<file path="config.mk">
export PLATFORM = sky130hd
export DESIGN_NAME = mrs_slave
export DESIGN_NICKNAME = d
export VERILOG_FILES = /design/src/shared/mrs_pkg.sv /design/src/shared/mrs_stream_if.sv /design/src/verilog/mrs_slave.sv /design/src/verilog/mrs_buf.sv
export VERILOG_INCLUDE_DIRS = /design/src /design/src/shared
export SDC_FILE = /design/constraint.sdc
export NUM_CORES = 1
export LEC_CHECK = 0
export ABC_AREA = 1
export BUFFER_PORTS_ARGS = -buffer_cell sky130_fd_sc_hd__clkbuf_2
export CAP_MARGIN = 20
export CORE_AREA = 2 2 270 272
export DETAILED_ROUTE_END_ITERATION = 8
export DIE_AREA = 0 0 272 274
export PLACE_DENSITY = 0.5
export SYNTH_ARGS = -nofsm -noshare
export SYNTH_HDL_FRONTEND = slang
export SYNTH_SLANG_ARGS = --single-unit
export TNS_END_PERCENT = 1
</file>
<file path="constraint.sdc">
create_clock -name CLK_SYS -period 5.53 [get_ports CLK_SYS]
set_input_delay 0.2765 -clock CLK_SYS [delete_from_list [all_inputs] [get_ports CLK_SYS]]
set_output_delay 0.2765 -clock CLK_SYS [all_outputs]
set_load 0.01 [all_outputs]
</file>
<file path="src/shared/mrs_consts.svh">
// Constants of the Modbus RTU slave front end
`ifndef MRS_CONSTS_SVH
`define MRS_CONSTS_SVH
// ==========================================================
// Clock and timing
`define MRS_CLK_HZ 125000000
`define MRS_LED_MS 20
`define MRS_LED_CYC (`MRS_LED_MS * (`MRS_CLK_HZ / 1000))
`define MRS_GAP_BITS 24'h000027
// ==========================================================
// Switch baud table, bit period in clock cycles
`define MRS_DIV_9600 16'((`MRS_CLK_HZ + 4800) / 9600)
`define MRS_DIV_19200 16'((`MRS_CLK_HZ + 9600) / 19200)
`define MRS_DIV_38400 16'((`MRS_CLK_HZ + 19200) / 38400)
`define MRS_DIV_57600 16'((`MRS_CLK_HZ + 28800) / 57600)
// ==========================================================
// Frame fields and codes
`define MRS_FC_RD 8'h03
`define MRS_FC_WR1 8'h06
`define MRS_FC_WRN 8'h10
`define MRS_EXC_FLAG 8'h80
`define MRS_EXC_NONE 8'h00
`define MRS_EXC_FUNC 8'h01
`define MRS_EXC_ADDR 8'h02
`define MRS_EXC_VAL 8'h03
`define MRS_EXC_FAIL 8'h04
`define MRS_RD_MAX 16'h0010
`define MRS_WR_MAX 16'h0002
`define MRS_LEN_FIX 5'h08
`define MRS_LEN_WRN 5'h09
`define MRS_LEN_MIN 5'h04
`define MRS_FRAME_MAX 5'h10
// ==========================================================
// Addresses, commands, CRC
`define MRS_ADDR_MAX 8'hF7
`define MRS_ADDR_DFLT 8'h01
`define MRS_PAR_NONE 2'h0
`define MRS_CMD_REG 16'h0078
`define MRS_CMD_SAVE 16'hC1C0
`define MRS_CMD_BOOT 16'hC1A0
`define MRS_REG_SPACE 17'h00080
`define MRS_CRC_INIT 16'hFFFF
`define MRS_CRC_POLY 16'hA001
`endif

</file>
<file path="src/shared/mrs_pkg.sv">
// Types of the Modbus RTU slave front end
package mrs_pkg;
  typedef enum logic [3:0] {
    S_IDLE, S_RX, S_CHECK, S_WR, S_WRW, S_TXH, S_RD, S_RDW, S_TXD, S_CRCL, S_CRCH
  } mrs_state_t;
endpackage

</file>
<file path="src/shared/mrs_stream_if.sv">
// Byte stream carrier between the slave and its transmit buffer
`timescale 1ns/1ps
interface mrs_stream_if #(parameter int W = 8) ();
  logic valid;
  logic ready;
  logic [W-1:0] data;
  modport src (output valid, output data, input ready);
  modport snk (input valid, input data, output ready);
endinterface

</file>
<file path="src/verilog/mrs_slave.sv">
// Modbus RTU slave front end: settings, frame parser, responder, indicators
`timescale 1ns/1ps
`include "mrs_consts.svh"
module mrs_slave #(
  parameter int LED_HOLD_CYC = `MRS_LED_CYC,
  parameter int BUF_DEPTH = 2
) (
  input wire logic CLK_SYS,
  input wire logic RSTN,
  input wire logic CE,
  input wire logic [7:0] DIP_SW,
  input wire logic USB_MODE,
  input wire logic [7:0] NV_ADDR,
  input wire logic [15:0] NV_BAUD_DIV,
  input wire logic [1:0] NV_PARITY,
  input wire logic RX_VALID,
  input wire logic [7:0] RX_DATA,
  output logic TX_VALID,
  output logic [7:0] TX_DATA,
  input wire logic TX_READY,
  output logic [15:0] REG_ADDR,
  output logic [15:0] REG_WDATA,
  output logic REG_WE,
  output logic REG_RE,
  input wire logic [15:0] REG_RDATA,
  input wire logic REG_ERR,
  input wire logic [7:0] FAIL_COND,
  input wire logic [7:0] FAIL_MASK,
  output logic [7:0] SLAVE_ADDR,
  output logic [15:0] BAUD_DIV,
  output logic [1:0] PARITY,
  output logic NV_SAVE,
  output logic REBOOT,
  output logic LED_FAIL,
  output logic LED_RX,
  output logic LED_TX
);
  mrs_stream_if #(.W(8)) up_if ();
  mrs_stream_if #(.W(8)) dn_if ();

  // ==========================================================
  // Transmit buffer
  mrs_buf #(.W(8), .DEPTH(BUF_DEPTH)) u_buf (
    .clk(CLK_SYS),
    .rst_n(RSTN),
    .ce(CE),
    .up(up_if.snk),
    .dn(dn_if.src)
  );
  assign TX_VALID = dn_if.valid;
  assign TX_DATA = dn_if.data;
  assign dn_if.ready = TX_READY;

  // ==========================================================
  // Communication settings
  logic cfg_done_r, cfg_done_nxt;
  logic [7:0] addr_r, addr_nxt;
  logic [15:0] div_r, div_nxt;
  logic [1:0] par_r, par_nxt;
  logic boot_go;

  // Captured once after reset release, again only on a reboot command
  always_comb begin
    cfg_done_nxt = cfg_done_r;
    addr_nxt = addr_r;
    div_nxt = div_r;
    par_nxt = par_r;
    if (boot_go) begin
      cfg_done_nxt = 1'b0;
    end else if (!cfg_done_r) begin
      cfg_done_nxt = 1'b1;
      par_nxt = NV_PARITY;
      if (USB_MODE || DIP_SW == 8'h00) begin
        addr_nxt = (NV_ADDR == 8'h00 || NV_ADDR > `MRS_ADDR_MAX) ? `MRS_ADDR_DFLT : NV_ADDR;
        div_nxt = (NV_BAUD_DIV == 16'h0000) ? `MRS_DIV_9600 : NV_BAUD_DIV;
      end else begin
        addr_nxt = (DIP_SW[5:0] == 6'h00) ? `MRS_ADDR_DFLT : {2'b00, DIP_SW[5:0]};
        case (DIP_SW[7:6])
          2'h0: div_nxt = `MRS_DIV_9600;
          2'h1: div_nxt = `MRS_DIV_19200;
          2'h2: div_nxt = `MRS_DIV_38400;
          default: div_nxt = `MRS_DIV_57600;
        endcase
      end
    end
  end

  // Settings registers
  always_ff @(posedge CLK_SYS or negedge RSTN) begin
    if (!RSTN) begin
      cfg_done_r <= 1'b0;
      addr_r <= `MRS_ADDR_DFLT;
      div_r <= `MRS_DIV_9600;
      par_r <= `MRS_PAR_NONE;
    end else if (CE) begin
      cfg_done_r <= cfg_done_nxt;
      addr_r <= addr_nxt;
      div_r <= div_nxt;
      par_r <= par_nxt;
    end
  end
  assign SLAVE_ADDR = addr_r;
  assign BAUD_DIV = div_r;
  assign PARITY = par_r;

  // ==========================================================
  // Frame engine
  function automatic logic [15:0] crc_step(input logic [15:0] c, input logic [7:0] d);
    logic [15:0] r;
    r = c ^ {8'h00, d};
    for (int i = 0; i < 8; i++) begin
      r = r[0] ? ((r >> 1) ^ `MRS_CRC_POLY) : (r >> 1);
    end
    return r;
  endfunction

  mrs_pkg::mrs_state_t st_r, st_nxt;
  logic [7:0] fb_r [16];
  logic [7:0] fb_nxt [16];
  logic [4:0] nb_r, nb_nxt, idx_r, idx_nxt;
  logic [15:0] crc_r, crc_nxt, wd_r, wd_nxt, w_r, w_nxt;
  logic [7:0] exc_r, exc_nxt;
  logic [23:0] sil_r, sil_nxt;
  logic pend_r, pend_nxt, boot_r, boot_nxt, save_r, save_nxt;
  logic we_r, we_nxt, re_r, re_nxt;
  logic [15:0] ra_r, ra_nxt, wdat_r, wdat_nxt;
  logic [7:0] fc, tx_b;
  logic [15:0] start, qty;
  logic [16:0] end_a;
  logic [23:0] gap;
  logic tx_v, push;

  assign fc = fb_r[1];
  assign start = {fb_r[2], fb_r[3]};
  assign qty = {fb_r[4], fb_r[5]};
  assign end_a = {1'b0, start} + {1'b0, qty};
  assign gap = 24'(div_r) * `MRS_GAP_BITS;
  assign up_if.valid = tx_v;
  assign up_if.data = tx_b;
  assign push = tx_v && up_if.ready;
  assign boot_go = boot_r;

  // Next state of the parser and responder
  always_comb begin
    st_nxt = st_r;
    fb_nxt = fb_r;
    nb_nxt = nb_r;
    idx_nxt = idx_r;
    crc_nxt = crc_r;
    wd_nxt = wd_r;
    w_nxt = w_r;
    exc_nxt = exc_r;
    sil_nxt = sil_r;
    pend_nxt = pend_r;
    boot_nxt = 1'b0;
    save_nxt = 1'b0;
    we_nxt = 1'b0;
    re_nxt = 1'b0;
    ra_nxt = ra_r;
    wdat_nxt = wdat_r;
    tx_v = 1'b0;
    tx_b = 8'h00;
    case (st_r)
      mrs_pkg::S_IDLE: begin
        if (RX_VALID) begin
          fb_nxt[0] = RX_DATA;
          nb_nxt = 5'h01;
          crc_nxt = crc_step(`MRS_CRC_INIT, RX_DATA);
          sil_nxt = '0;
          st_nxt = mrs_pkg::S_RX;
        end
      end
      mrs_pkg::S_RX: begin
        if (RX_VALID) begin
          if (nb_r < `MRS_FRAME_MAX) begin
            fb_nxt[nb_r[3:0]] = RX_DATA;
          end
          if (nb_r <= `MRS_FRAME_MAX) begin
            nb_nxt = nb_r + 1'b1;
          end
          crc_nxt = crc_step(crc_r, RX_DATA);
          sil_nxt = '0;
        end else if (sil_r >= gap) begin
          st_nxt = mrs_pkg::S_CHECK;
        end else begin
          sil_nxt = sil_r + 1'b1;
        end
      end
      mrs_pkg::S_CHECK: begin
        idx_nxt = '0;
        w_nxt = '0;
        exc_nxt = `MRS_EXC_NONE;
        st_nxt = mrs_pkg::S_TXH;
        if (crc_r != 16'h0000 || fb_r[0] != addr_r || nb_r < `MRS_LEN_MIN
            || nb_r > `MRS_FRAME_MAX) begin
          st_nxt = mrs_pkg::S_IDLE;
        end else if (fc == `MRS_FC_RD) begin
          if (nb_r != `MRS_LEN_FIX || qty == 16'h0000 || qty > `MRS_RD_MAX) begin
            exc_nxt = `MRS_EXC_VAL;
          end else if (end_a > `MRS_REG_SPACE) begin
            exc_nxt = `MRS_EXC_ADDR;
          end
        end else if (fc == `MRS_FC_WR1) begin
          if (nb_r != `MRS_LEN_FIX) begin
            exc_nxt = `MRS_EXC_VAL;
          end else if ({1'b0, start} >= `MRS_REG_SPACE) begin
            exc_nxt = `MRS_EXC_ADDR;
          end else begin
            st_nxt = mrs_pkg::S_WR;
          end
        end else if (fc == `MRS_FC_WRN) begin
          if (qty == 16'h0000 || qty > `MRS_WR_MAX || {8'h00, fb_r[6]} != {qty[14:0], 1'b0}
              || nb_r != `MRS_LEN_WRN + fb_r[6][4:0]) begin
            exc_nxt = `MRS_EXC_VAL;
          end else if (end_a > `MRS_REG_SPACE) begin
            exc_nxt = `MRS_EXC_ADDR;
          end else begin
            st_nxt = mrs_pkg::S_WR;
          end
        end else begin
          exc_nxt = `MRS_EXC_FUNC;
        end
        crc_nxt = `MRS_CRC_INIT;
      end
      mrs_pkg::S_WR: begin
        we_nxt = 1'b1;
        ra_nxt = start + w_r;
        wdat_nxt = (fc == `MRS_FC_WR1) ? qty : {fb_r[7 + 2 * w_r[0]], fb_r[8 + 2 * w_r[0]]};
        if (start + w_r == `MRS_CMD_REG && wdat_nxt == `MRS_CMD_SAVE) begin
          save_nxt = 1'b1;
        end
        if (start + w_r == `MRS_CMD_REG && wdat_nxt == `MRS_CMD_BOOT) begin
          pend_nxt = 1'b1;
        end
        st_nxt = mrs_pkg::S_WRW;
      end
      mrs_pkg::S_WRW: begin
        if (REG_ERR) begin
          exc_nxt = `MRS_EXC_FAIL;
          st_nxt = mrs_pkg::S_TXH;
        end else if (fc == `MRS_FC_WRN && w_r + 1'b1 < qty) begin
          w_nxt = w_r + 1'b1;
          st_nxt = mrs_pkg::S_WR;
        end else begin
          w_nxt = '0;
          st_nxt = mrs_pkg::S_TXH;
        end
      end
      mrs_pkg::S_TXH: begin
        tx_v = 1'b1;
        case (idx_r)
          5'h00: tx_b = fb_r[0];
          5'h01: tx_b = (exc_r != `MRS_EXC_NONE) ? (fc | `MRS_EXC_FLAG) : fc;
          5'h02: tx_b = (exc_r != `MRS_EXC_NONE) ? exc_r
                        : (fc == `MRS_FC_RD) ? {qty[6:0], 1'b0} : fb_r[2];
          default: tx_b = fb_r[idx_r[3:0]];
        endcase
        if (push) begin
          crc_nxt = crc_step(crc_r, tx_b);
          idx_nxt = idx_r + 1'b1;
          if (idx_r == 5'h02 && (exc_r != `MRS_EXC_NONE || fc == `MRS_FC_RD)) begin
            st_nxt = (exc_r != `MRS_EXC_NONE) ? mrs_pkg::S_CRCL : mrs_pkg::S_RD;
            pend_nxt = pend_r && (exc_r == `MRS_EXC_NONE);
          end else if (idx_r == 5'h05) begin
            st_nxt = mrs_pkg::S_CRCL;
          end
        end
      end
      mrs_pkg::S_RD: begin
        re_nxt = 1'b1;
        ra_nxt = start + w_r;
        st_nxt = mrs_pkg::S_RDW;
      end
      mrs_pkg::S_RDW: begin
        if (!re_r) begin
          wd_nxt = REG_RDATA;
          idx_nxt = '0;
          st_nxt = mrs_pkg::S_TXD;
        end
      end
      mrs_pkg::S_TXD: begin
        tx_v = 1'b1;
        tx_b = idx_r[0] ? wd_r[7:0] : wd_r[15:8];
        if (push) begin
          crc_nxt = crc_step(crc_r, tx_b);
          idx_nxt = idx_r + 1'b1;
          if (idx_r[0]) begin
            w_nxt = w_r + 1'b1;
            st_nxt = (w_r + 1'b1 == qty) ? mrs_pkg::S_CRCL : mrs_pkg::S_RD;
          end
        end
      end
      mrs_pkg::S_CRCL: begin
        tx_v = 1'b1;
        tx_b = crc_r[7:0];
        if (push) begin
          st_nxt = mrs_pkg::S_CRCH;
        end
      end
      mrs_pkg::S_CRCH: begin
        tx_v = 1'b1;
        tx_b = crc_r[15:8];
        if (push) begin
          boot_nxt = pend_r;
          pend_nxt = 1'b0;
          st_nxt = mrs_pkg::S_IDLE;
        end
      end
      default: st_nxt = mrs_pkg::S_IDLE;
    endcase
  end

  // Frame engine registers
  always_ff @(posedge CLK_SYS or negedge RSTN) begin
    if (!RSTN) begin
      st_r <= mrs_pkg::S_IDLE;
      for (int i = 0; i < 16; i++) begin
        fb_r[i] <= 8'h00;
      end
      nb_r <= '0;
      idx_r <= '0;
      crc_r <= `MRS_CRC_INIT;
      wd_r <= '0;
      w_r <= '0;
      exc_r <= `MRS_EXC_NONE;
      sil_r <= '0;
      pend_r <= 1'b0;
      boot_r <= 1'b0;
      save_r <= 1'b0;
      we_r <= 1'b0;
      re_r <= 1'b0;
      ra_r <= '0;
      wdat_r <= '0;
    end else if (CE) begin
      st_r <= st_nxt;
      fb_r <= fb_nxt;
      nb_r <= nb_nxt;
      idx_r <= idx_nxt;
      crc_r <= crc_nxt;
      wd_r <= wd_nxt;
      w_r <= w_nxt;
      exc_r <= exc_nxt;
      sil_r <= sil_nxt;
      pend_r <= pend_nxt;
      boot_r <= boot_nxt;
      save_r <= save_nxt;
      we_r <= we_nxt;
      re_r <= re_nxt;
      ra_r <= ra_nxt;
      wdat_r <= wdat_nxt;
    end
  end
  assign REG_WE = we_r;
  assign REG_RE = re_r;
  assign REG_ADDR = ra_r;
  assign REG_WDATA = wdat_r;
  assign NV_SAVE = save_r;
  assign REBOOT = boot_r;

  // ==========================================================
  // Indicators
  logic [23:0] rxh_r, rxh_nxt, txh_r, txh_nxt;
  logic fail_r, fail_nxt, lrx_r, lrx_nxt, ltx_r, ltx_nxt;

  // Hold timers retrigger on each byte seen on the RS485 side
  always_comb begin
    fail_nxt = |(FAIL_COND & FAIL_MASK);
    rxh_nxt = (rxh_r != '0) ? rxh_r - 1'b1 : rxh_r;
    txh_nxt = (txh_r != '0) ? txh_r - 1'b1 : txh_r;
    if (RX_VALID && !USB_MODE) begin
      rxh_nxt = 24'(LED_HOLD_CYC);
    end
    if (TX_VALID && TX_READY && !USB_MODE) begin
      txh_nxt = 24'(LED_HOLD_CYC);
    end
    lrx_nxt = (rxh_nxt != '0);
    ltx_nxt = (txh_nxt != '0);
  end

  // Indicator registers
  always_ff @(posedge CLK_SYS or negedge RSTN) begin
    if (!RSTN) begin
      rxh_r <= '0;
      txh_r <= '0;
      fail_r <= 1'b0;
      lrx_r <= 1'b0;
      ltx_r <= 1'b0;
    end else if (CE) begin
      rxh_r <= rxh_nxt;
      txh_r <= txh_nxt;
      fail_r <= fail_nxt;
      lrx_r <= lrx_nxt;
      ltx_r <= ltx_nxt;
    end
  end
  assign LED_FAIL = fail_r;
  assign LED_RX = lrx_r;
  assign LED_TX = ltx_r;
endmodule

</file>
<file path="src/verilog/mrs_buf.sv">
// Small valid/ready buffer in the transmit byte path
`timescale 1ns/1ps
module mrs_buf #(
  parameter int W = 8,
  parameter int DEPTH = 2
) (
  input wire logic clk,
  input wire logic rst_n,
  input wire logic ce,
  mrs_stream_if.snk up,
  mrs_stream_if.src dn
);
  localparam int AW = (DEPTH > 2) ? $clog2(DEPTH) : 1;
  localparam int CW = $clog2(DEPTH + 1);
  localparam logic [CW-1:0] FULL = CW'(DEPTH);
  localparam logic [AW-1:0] LAST = AW'(DEPTH - 1);

  logic [W-1:0] mem_r [DEPTH];
  logic [W-1:0] mem_nxt [DEPTH];
  logic [AW-1:0] wr_r, wr_nxt, rd_r, rd_nxt;
  logic [CW-1:0] cnt_r, cnt_nxt;
  logic push, pop;
  logic vld_r;
  logic [W-1:0] dat_r;

  // ==========================================================
  // Handshakes, ready drops only when every entry is used; outputs come from flops
  assign up.ready = (cnt_r != FULL);
  assign dn.valid = vld_r;
  assign dn.data = dat_r;
  assign push = up.valid && up.ready;
  assign pop = dn.valid && dn.ready;

  // Next pointers, count and storage
  always_comb begin
    mem_nxt = mem_r;
    wr_nxt = wr_r;
    rd_nxt = rd_r;
    cnt_nxt = cnt_r;
    if (push) begin
      mem_nxt[wr_r] = up.data;
      wr_nxt = (wr_r == LAST) ? '0 : wr_r + 1'b1;
    end
    if (pop) begin
      rd_nxt = (rd_r == LAST) ? '0 : rd_r + 1'b1;
    end
    if (push && !pop) begin
      cnt_nxt = cnt_r + 1'b1;
    end else if (pop && !push) begin
      cnt_nxt = cnt_r - 1'b1;
    end
  end

  // State registers
  always_ff @(posedge clk or negedge rst_n) begin
    if (!rst_n) begin
      for (int i = 0; i < DEPTH; i++) begin
        mem_r[i] <= '0;
      end
      wr_r <= '0;
      rd_r <= '0;
      cnt_r <= '0;
      vld_r <= 1'b0;
      dat_r <= '0;
    end else if (ce) begin
      mem_r <= mem_nxt;
      wr_r <= wr_nxt;
      rd_r <= rd_nxt;
      cnt_r <= cnt_nxt;
      vld_r <= (cnt_nxt != '0);
      dat_r <= mem_nxt[rd_nxt];
    end
  end
endmodule

</file>
# --- After elaboration in Yosys (flattened, before gate mapping) ---
# Index checks and enable logic that the tools add are counted.
word_totals:
  register_bits: 366
  output_inout_bits: 74
  word_cells: 389
op_classes:
  addsub: 15
  mul: 1
  order_cmp: 19
  n_eq_ne: 46
  n_mux: 147
  n_bitwise: 46
  reduce_logical: 68
ops:
  columns: ["cell", "count"]
  rows:
  - ["2-to-1 mux 16 bit", 44]
  - ["2-to-1 mux 128 bit", 2]
  - ["2-to-1 mux 8 bit", 24]
  - ["2-to-1 mux 24 bit", 7]
  - ["bitwise mux 128 bit", 1]
  - ["binary-select mux 8 bit (select 4 bit)", 3]
  - ["NOT 2 -> 3 bit", 32]
  - ["nonzero test 24 bit", 4]
  - ["one-hot mux 16 bit (5 select lines)", 1]
  - ["greater-or-equal comparator 33 x 5 -> 1 bit, second input constant", 2]
  - ["2-to-1 mux 4 bit", 16]
  - ["one-hot mux 16 bit (3 select lines)", 1]
  - ["one-hot mux 24 bit (2 select lines)", 1]
  - ["subtractor 24 x 1 -> 24 bit, second input constant", 2]
  - ["XOR 16 x 8 -> 16 bit", 3]
  - ["one-hot mux 4 bit (11 select lines)", 1]
  - ["one-hot mux 14 bit (3 select lines)", 1]
  - ["NOT 4 -> 33 bit", 1]
  - ["NOT 5 -> 33 bit", 1]
  - ["demux 8 bit (select 4 bit)", 1]
  - ["equality test 16 bit, second input constant", 2]
  - ["logical NOT 16 bit", 2]
  - ["one-hot mux 8 bit (2 select lines)", 2]
  - ["one-hot mux 8 bit (4 select lines)", 1]
  - ["86 further kinds", 187]

# --- Depth between registers and ports, before layout ---
depth:
  word_depth: 25
  mapped_depth: 32
  ltp_nobuf: 32

# --- Cells and area by module ---
# Synthesis repeated with hierarchy kept, for this count alone.
hier_totals:
  hier_cells: 3343
  area_unflattened_um2: 24725.0
by_module_without_submodules:
  columns: ["mod", "n_inst", "cells_each", "area_per_inst_um2", "seq_area_each_um2"]
  rows:
  - ["mrs_slave", 1, 3148, 23256.1, 8340.5]
  - ["mrs_buf", 1, 195, 1468.9, 725.7]

# --- Least setup slack after synthesis ---
# No wires, ideal clock.
synth_timing:
  kind: "reg-to-reg"
  from: "register div_r[4], in the netlist BAUD_DIV[4]"
  to: "register sil_r[7]"
  t_arrival_ns: 5.301
  t_required_ns: 5.411
  path_slack_ns: 0.110
  path_stages_with_launch: 33
  n_path_buf: 0
  period_less_slack_ns: 5.420
  cell_sequence: "dfstp_2 -> inv_1 -> fa_1 -> inv_1 -> ha_1 -> fa_1 -> ha_1 -> nand3_1 -> nand2_1 -> a21oi_1 -> o21bai_1 -> nand3_1 -> nand2_1 -> a21oi_1 -> o21bai_1 -> nand3_1 -> nand2_1 -> a21oi_1 -> nor2_1 -> nor2_1 -> xor2_1 -> ha_1 -> a21oi_1 -> o21ai_0 -> a221oi_1 -> nand3_1 -> nand2_1 -> nand2_1 -> inv_1 -> nand2_1 -> o21ai_0 -> nand2_1 -> o21a_1"
synth_via:
  elab_chain_len: 4
synth_rtl:
  columns: ["element", "line", "source"]
  rows:
  - ["start, declared", "mrs_slave.sv:58", "logic [15:0] div_r, div_nxt;"]
  - ["start signal, assigned", "mrs_slave.sv:93", "div_r <= `MRS_DIV_9600;"]
  - ["start signal, assigned", "mrs_slave.sv:98", "div_r <= div_nxt;"]
  - ["multiplier 16 x 6 -> 22 bit (no source line)", null, null]
  - ["greater-or-equal comparator 24 x 22 -> 1 bit", "mrs_slave.sv:183", "end else if (sil_r >= gap) begin"]
  - ["!= test 3 bit (no source line)", null, null]
  - ["AND reduction 4 bit (no source line)", null, null]
  - ["end signal, assigned", "mrs_slave.sv:343", "sil_r <= sil_nxt;"]
  - ["end, declared", "mrs_slave.sv:123", "logic [23:0] sil_r, sil_nxt;"]
# Every way passes these cells.
# A chain may end at the register's enable or synchronous reset.

# --- Worst setup path in the final report ---
layout_timing:
  from: "register div_r[4], in the netlist BAUD_DIV[4]"
  to: "register sil_r[17]"
# Same word-level chain as after synthesis.

==> reports/qor.csv <==
metric;value;unit
status;completed;
most numerous cell in the Yosys netlist;sky130_fd_sc_hd__nand2_1;
number of enable flip-flop cells after synthesis;0;
area of the mapped netlist;24900;µm²
area of the die;74500;µm²
number of clock sinks seen by CTS;361;
highest achievable clock rate;181;MHz
register area share after synthesis;0.364;
share of flip-flops with an asynchronous set or reset after synthesis;1.00;
area of placed instances;26900;µm²
Critical Path Sink Type;register;
critical path's largest stage delay;580;ps
Top delay family on crit path;adder cells;
area delta synth->final;17.2;%
clock tree root driver cell;sky130_fd_sc_hd__clkbuf_16;
horizontal die dimension;272;µm
largest net degree at the start of global routing;118;
commonest cells in the synthesized netlist;782 x sky130_fd_sc_hd__nand2_1, 410 x sky130_fd_sc_hd__o21ai_0, 396 x sky130_fd_sc_hd__inv_1;
net count after synthesis;3594;
Final Routed Wirelength;82.0;mm
slack of the critical path;0.299;ps
total DRC errors in the routed layout;0;
tightest slew margin relative to the limit;0.239;
unrepaired setup endpoints after global routing;true;
setup TNS;0;ps
maximum fanout count along the critical path;4;
first drt pass iteration count;6;
Leak;13.8;nW
Critical Path Start Type;register;
hold violation count in the final report;0;
type of the worst setup path;register to register;
fin nets;3807;
Placement Rows;99;
average cell area after synthesis;7.40;µm²
antenna-violating nets left;0;
y dimension of the die;274;µm
DR iter-0 viols;1650;
via count of the first global-routing pass;22154;
weighted congestion at the end of routability-driven global placement;0.934;
global-route wire length before repair;129;mm
Core Region;72000;µm²
CTS buffer count;47;
synthesis warning total;0;
power density normalized to cell area;586;nW/µm²
cell taking the most area after synthesis;sky130_fd_sc_hd__dfrtp_1;
Vias/cell;5.13;
Post-Synthesis Cells;3362;
slew at the pin closest to its max-slew limit;1140;ps
area share of the largest cell type after synthesis;0.337;
count of port buffers added during placement;154;
initial antenna violation count;1;
Worst Clk Skew;29.5;ps
total global-route track usage;0.218;
clk slew on worst S/H paths;60;ps
critical-path cell with the highest stage delay;sky130_fd_sc_hd__fa_1;
worst path arrival time;6000;ps
final cell utilization of the core;0.405;
maximum level of the CTS H-tree;2;
remaining global-route overflow;0;
worst skew pair latency;610;ps
register-to-register path setup slack;0.3;ps
post-placement worst setup slack;-164;ps
Max-Cap Viols;0;
Yosys cell types;70;
detailed-route via count;23452;
largest cells by area after synthesis;sky130_fd_sc_hd__dfrtp_1 34%, sky130_fd_sc_hd__nand2_1 12%, sky130_fd_sc_hd__o21ai_0 8.2%;
number of buffers on the longest clock path;3;
Tmin final;5530;ps
HP Class;input pin to register;
number of top-level design ports;155;
Main synth FF type;sky130_fd_sc_hd__dfrtp_1;
total half-perimeter wirelength after legalization and detailed placement;60.5;mm
Starting Density;0.346;
clock tree from TritonCTS;done;
total count of max-transition violations in the final report;0;
final instance area;29200;µm²
FF+latch count, synth;361;
wire length per cell;17.9;µm
share of post-route cells with drive strength above 1;0.118;
number of failing setup endpoints in the final timing report;0;
post-route clock period utilization;1.00;
sum of buffers and inverters on the critical path;8;
Crit path required time;6000;ps
number of diodes added for antenna fixing;0;
worst vdd rail ir drop;286;µV
[registers in the layout (all words and copies together) (netlist names), 24 cells and up]
register  cells
sil_r        24
txh_r        24
fb_r        120
rxh_r        24
[worst reg2reg max path, delay by kind of cell, from the launching register on]
kind            cells  cell delay, ps
flops               1             550
xor+xnor            1             110
fa+ha+maj           5            1730
buf+inv             8             770
compound gates      6             930
simple gates       12            1300
[placed cells by master (no fill, tap or decap), types with 8 or more instances in the layout]
cell / count
sky130_fd_sc_hd__a21oi_1: 166
sky130_fd_sc_hd__a31oi_1: 13
sky130_fd_sc_hd__buf_4: 79
sky130_fd_sc_hd__clkbuf_16: 47
sky130_fd_sc_hd__clkbuf_2: 153
sky130_fd_sc_hd__clkbuf_8: 10
sky130_fd_sc_hd__clkinv_2: 8
sky130_fd_sc_hd__dfrtp_1: 334
sky130_fd_sc_hd__dfstp_2: 26
sky130_fd_sc_hd__dlygate4sd3_1: 41
sky130_fd_sc_hd__fa_1: 29
sky130_fd_sc_hd__ha_1: 117
sky130_fd_sc_hd__inv_1: 389
sky130_fd_sc_hd__inv_2: 9
sky130_fd_sc_hd__mux2_2: 14
sky130_fd_sc_hd__nand2_1: 779
sky130_fd_sc_hd__nand3_1: 228
sky130_fd_sc_hd__nand4_1: 47
sky130_fd_sc_hd__nor2_1: 251
sky130_fd_sc_hd__nor3_1: 56
sky130_fd_sc_hd__nor4_1: 31
sky130_fd_sc_hd__o2111ai_1: 8
sky130_fd_sc_hd__o211ai_1: 22
sky130_fd_sc_hd__o21ai_0: 402
sky130_fd_sc_hd__o21ai_1: 11
sky130_fd_sc_hd__o21ai_2: 8
sky130_fd_sc_hd__o22ai_1: 31
sky130_fd_sc_hd__o311ai_0: 9
sky130_fd_sc_hd__o31ai_1: 10
sky130_fd_sc_hd__or2_2: 11
sky130_fd_sc_hd__xnor2_1: 51
sky130_fd_sc_hd__xor2_1: 72
[worst paths after layout]
kind	startpoint	endpoint	cells after the start
worst max-delay path	BAUD_DIV[4]	sil_r[17]	32
worst min-delay path	NV_BAUD_DIV[11]	BAUD_DIV[11]	3
worst max register to register	BAUD_DIV[4]	sil_r[17]	32
worst min register to register	REG_ADDR[3]	REG_ADDR[3]	2
max in group asynchronous	RSTN	idx_r[0]	3
min in group asynchronous	RSTN	sil_r[6]	2
[where the power goes]
part,switching (W),internal [W]
Sequential,0.000862,0.00335
Combinational,0.00592,0.00366
Clock,0.00129,0.00203
[through the flow]
step	cells	power [W]	hold WS (ps)
global placement	4436	0.0134	343
CTS	4566	0.0170	7.09
detailed placement	4436	0.0134	345
floorplan	3362	0.0104	-19.1
finish	4570	0.0171	29.3
global route	4570	0.0187	13.5
[what timing repair did]
item	4_1_cts	5_1_grt
setup buffers	4	4
hold buffers	41	0
endpoints found under the hold margin	112	0
pin swaps	17	18
gates cloned	0	0
setup endpoints to repair	19	28
resized for setup	16	23
[logic make-up after synthesis]
kind of cell	count (synthesis)	synth area share
mux	16	0.00764
compound gates	744	0.166
buf+inv	513	0.0813
flops	361	0.364
simple gates	1449	0.249
xor+xnor	128	0.0466
fa+ha+maj	151	0.0847
[cell type report]
class,instances,area (µm²)
Clock buffer,64,1340
Timing Repair Buffer,276,1820
Clock inverter,21,328
Tap cell,959,1200
Multi-Input combinational cell,2488,13900
Fill cell,7526,42800
Inverter,401,1510
Sequential cell,361,9070
[per-layer routing]
metal  track usage  share of wire  vias to the layer above
met5             0        0.00016                        -
li1              -              -                    11696
met1         0.311           0.47                    11040
met3        0.0386          0.062                      126
met2         0.338           0.44                      588
met4        0.0604          0.027                        2
(Power assumes the default switching activity.)
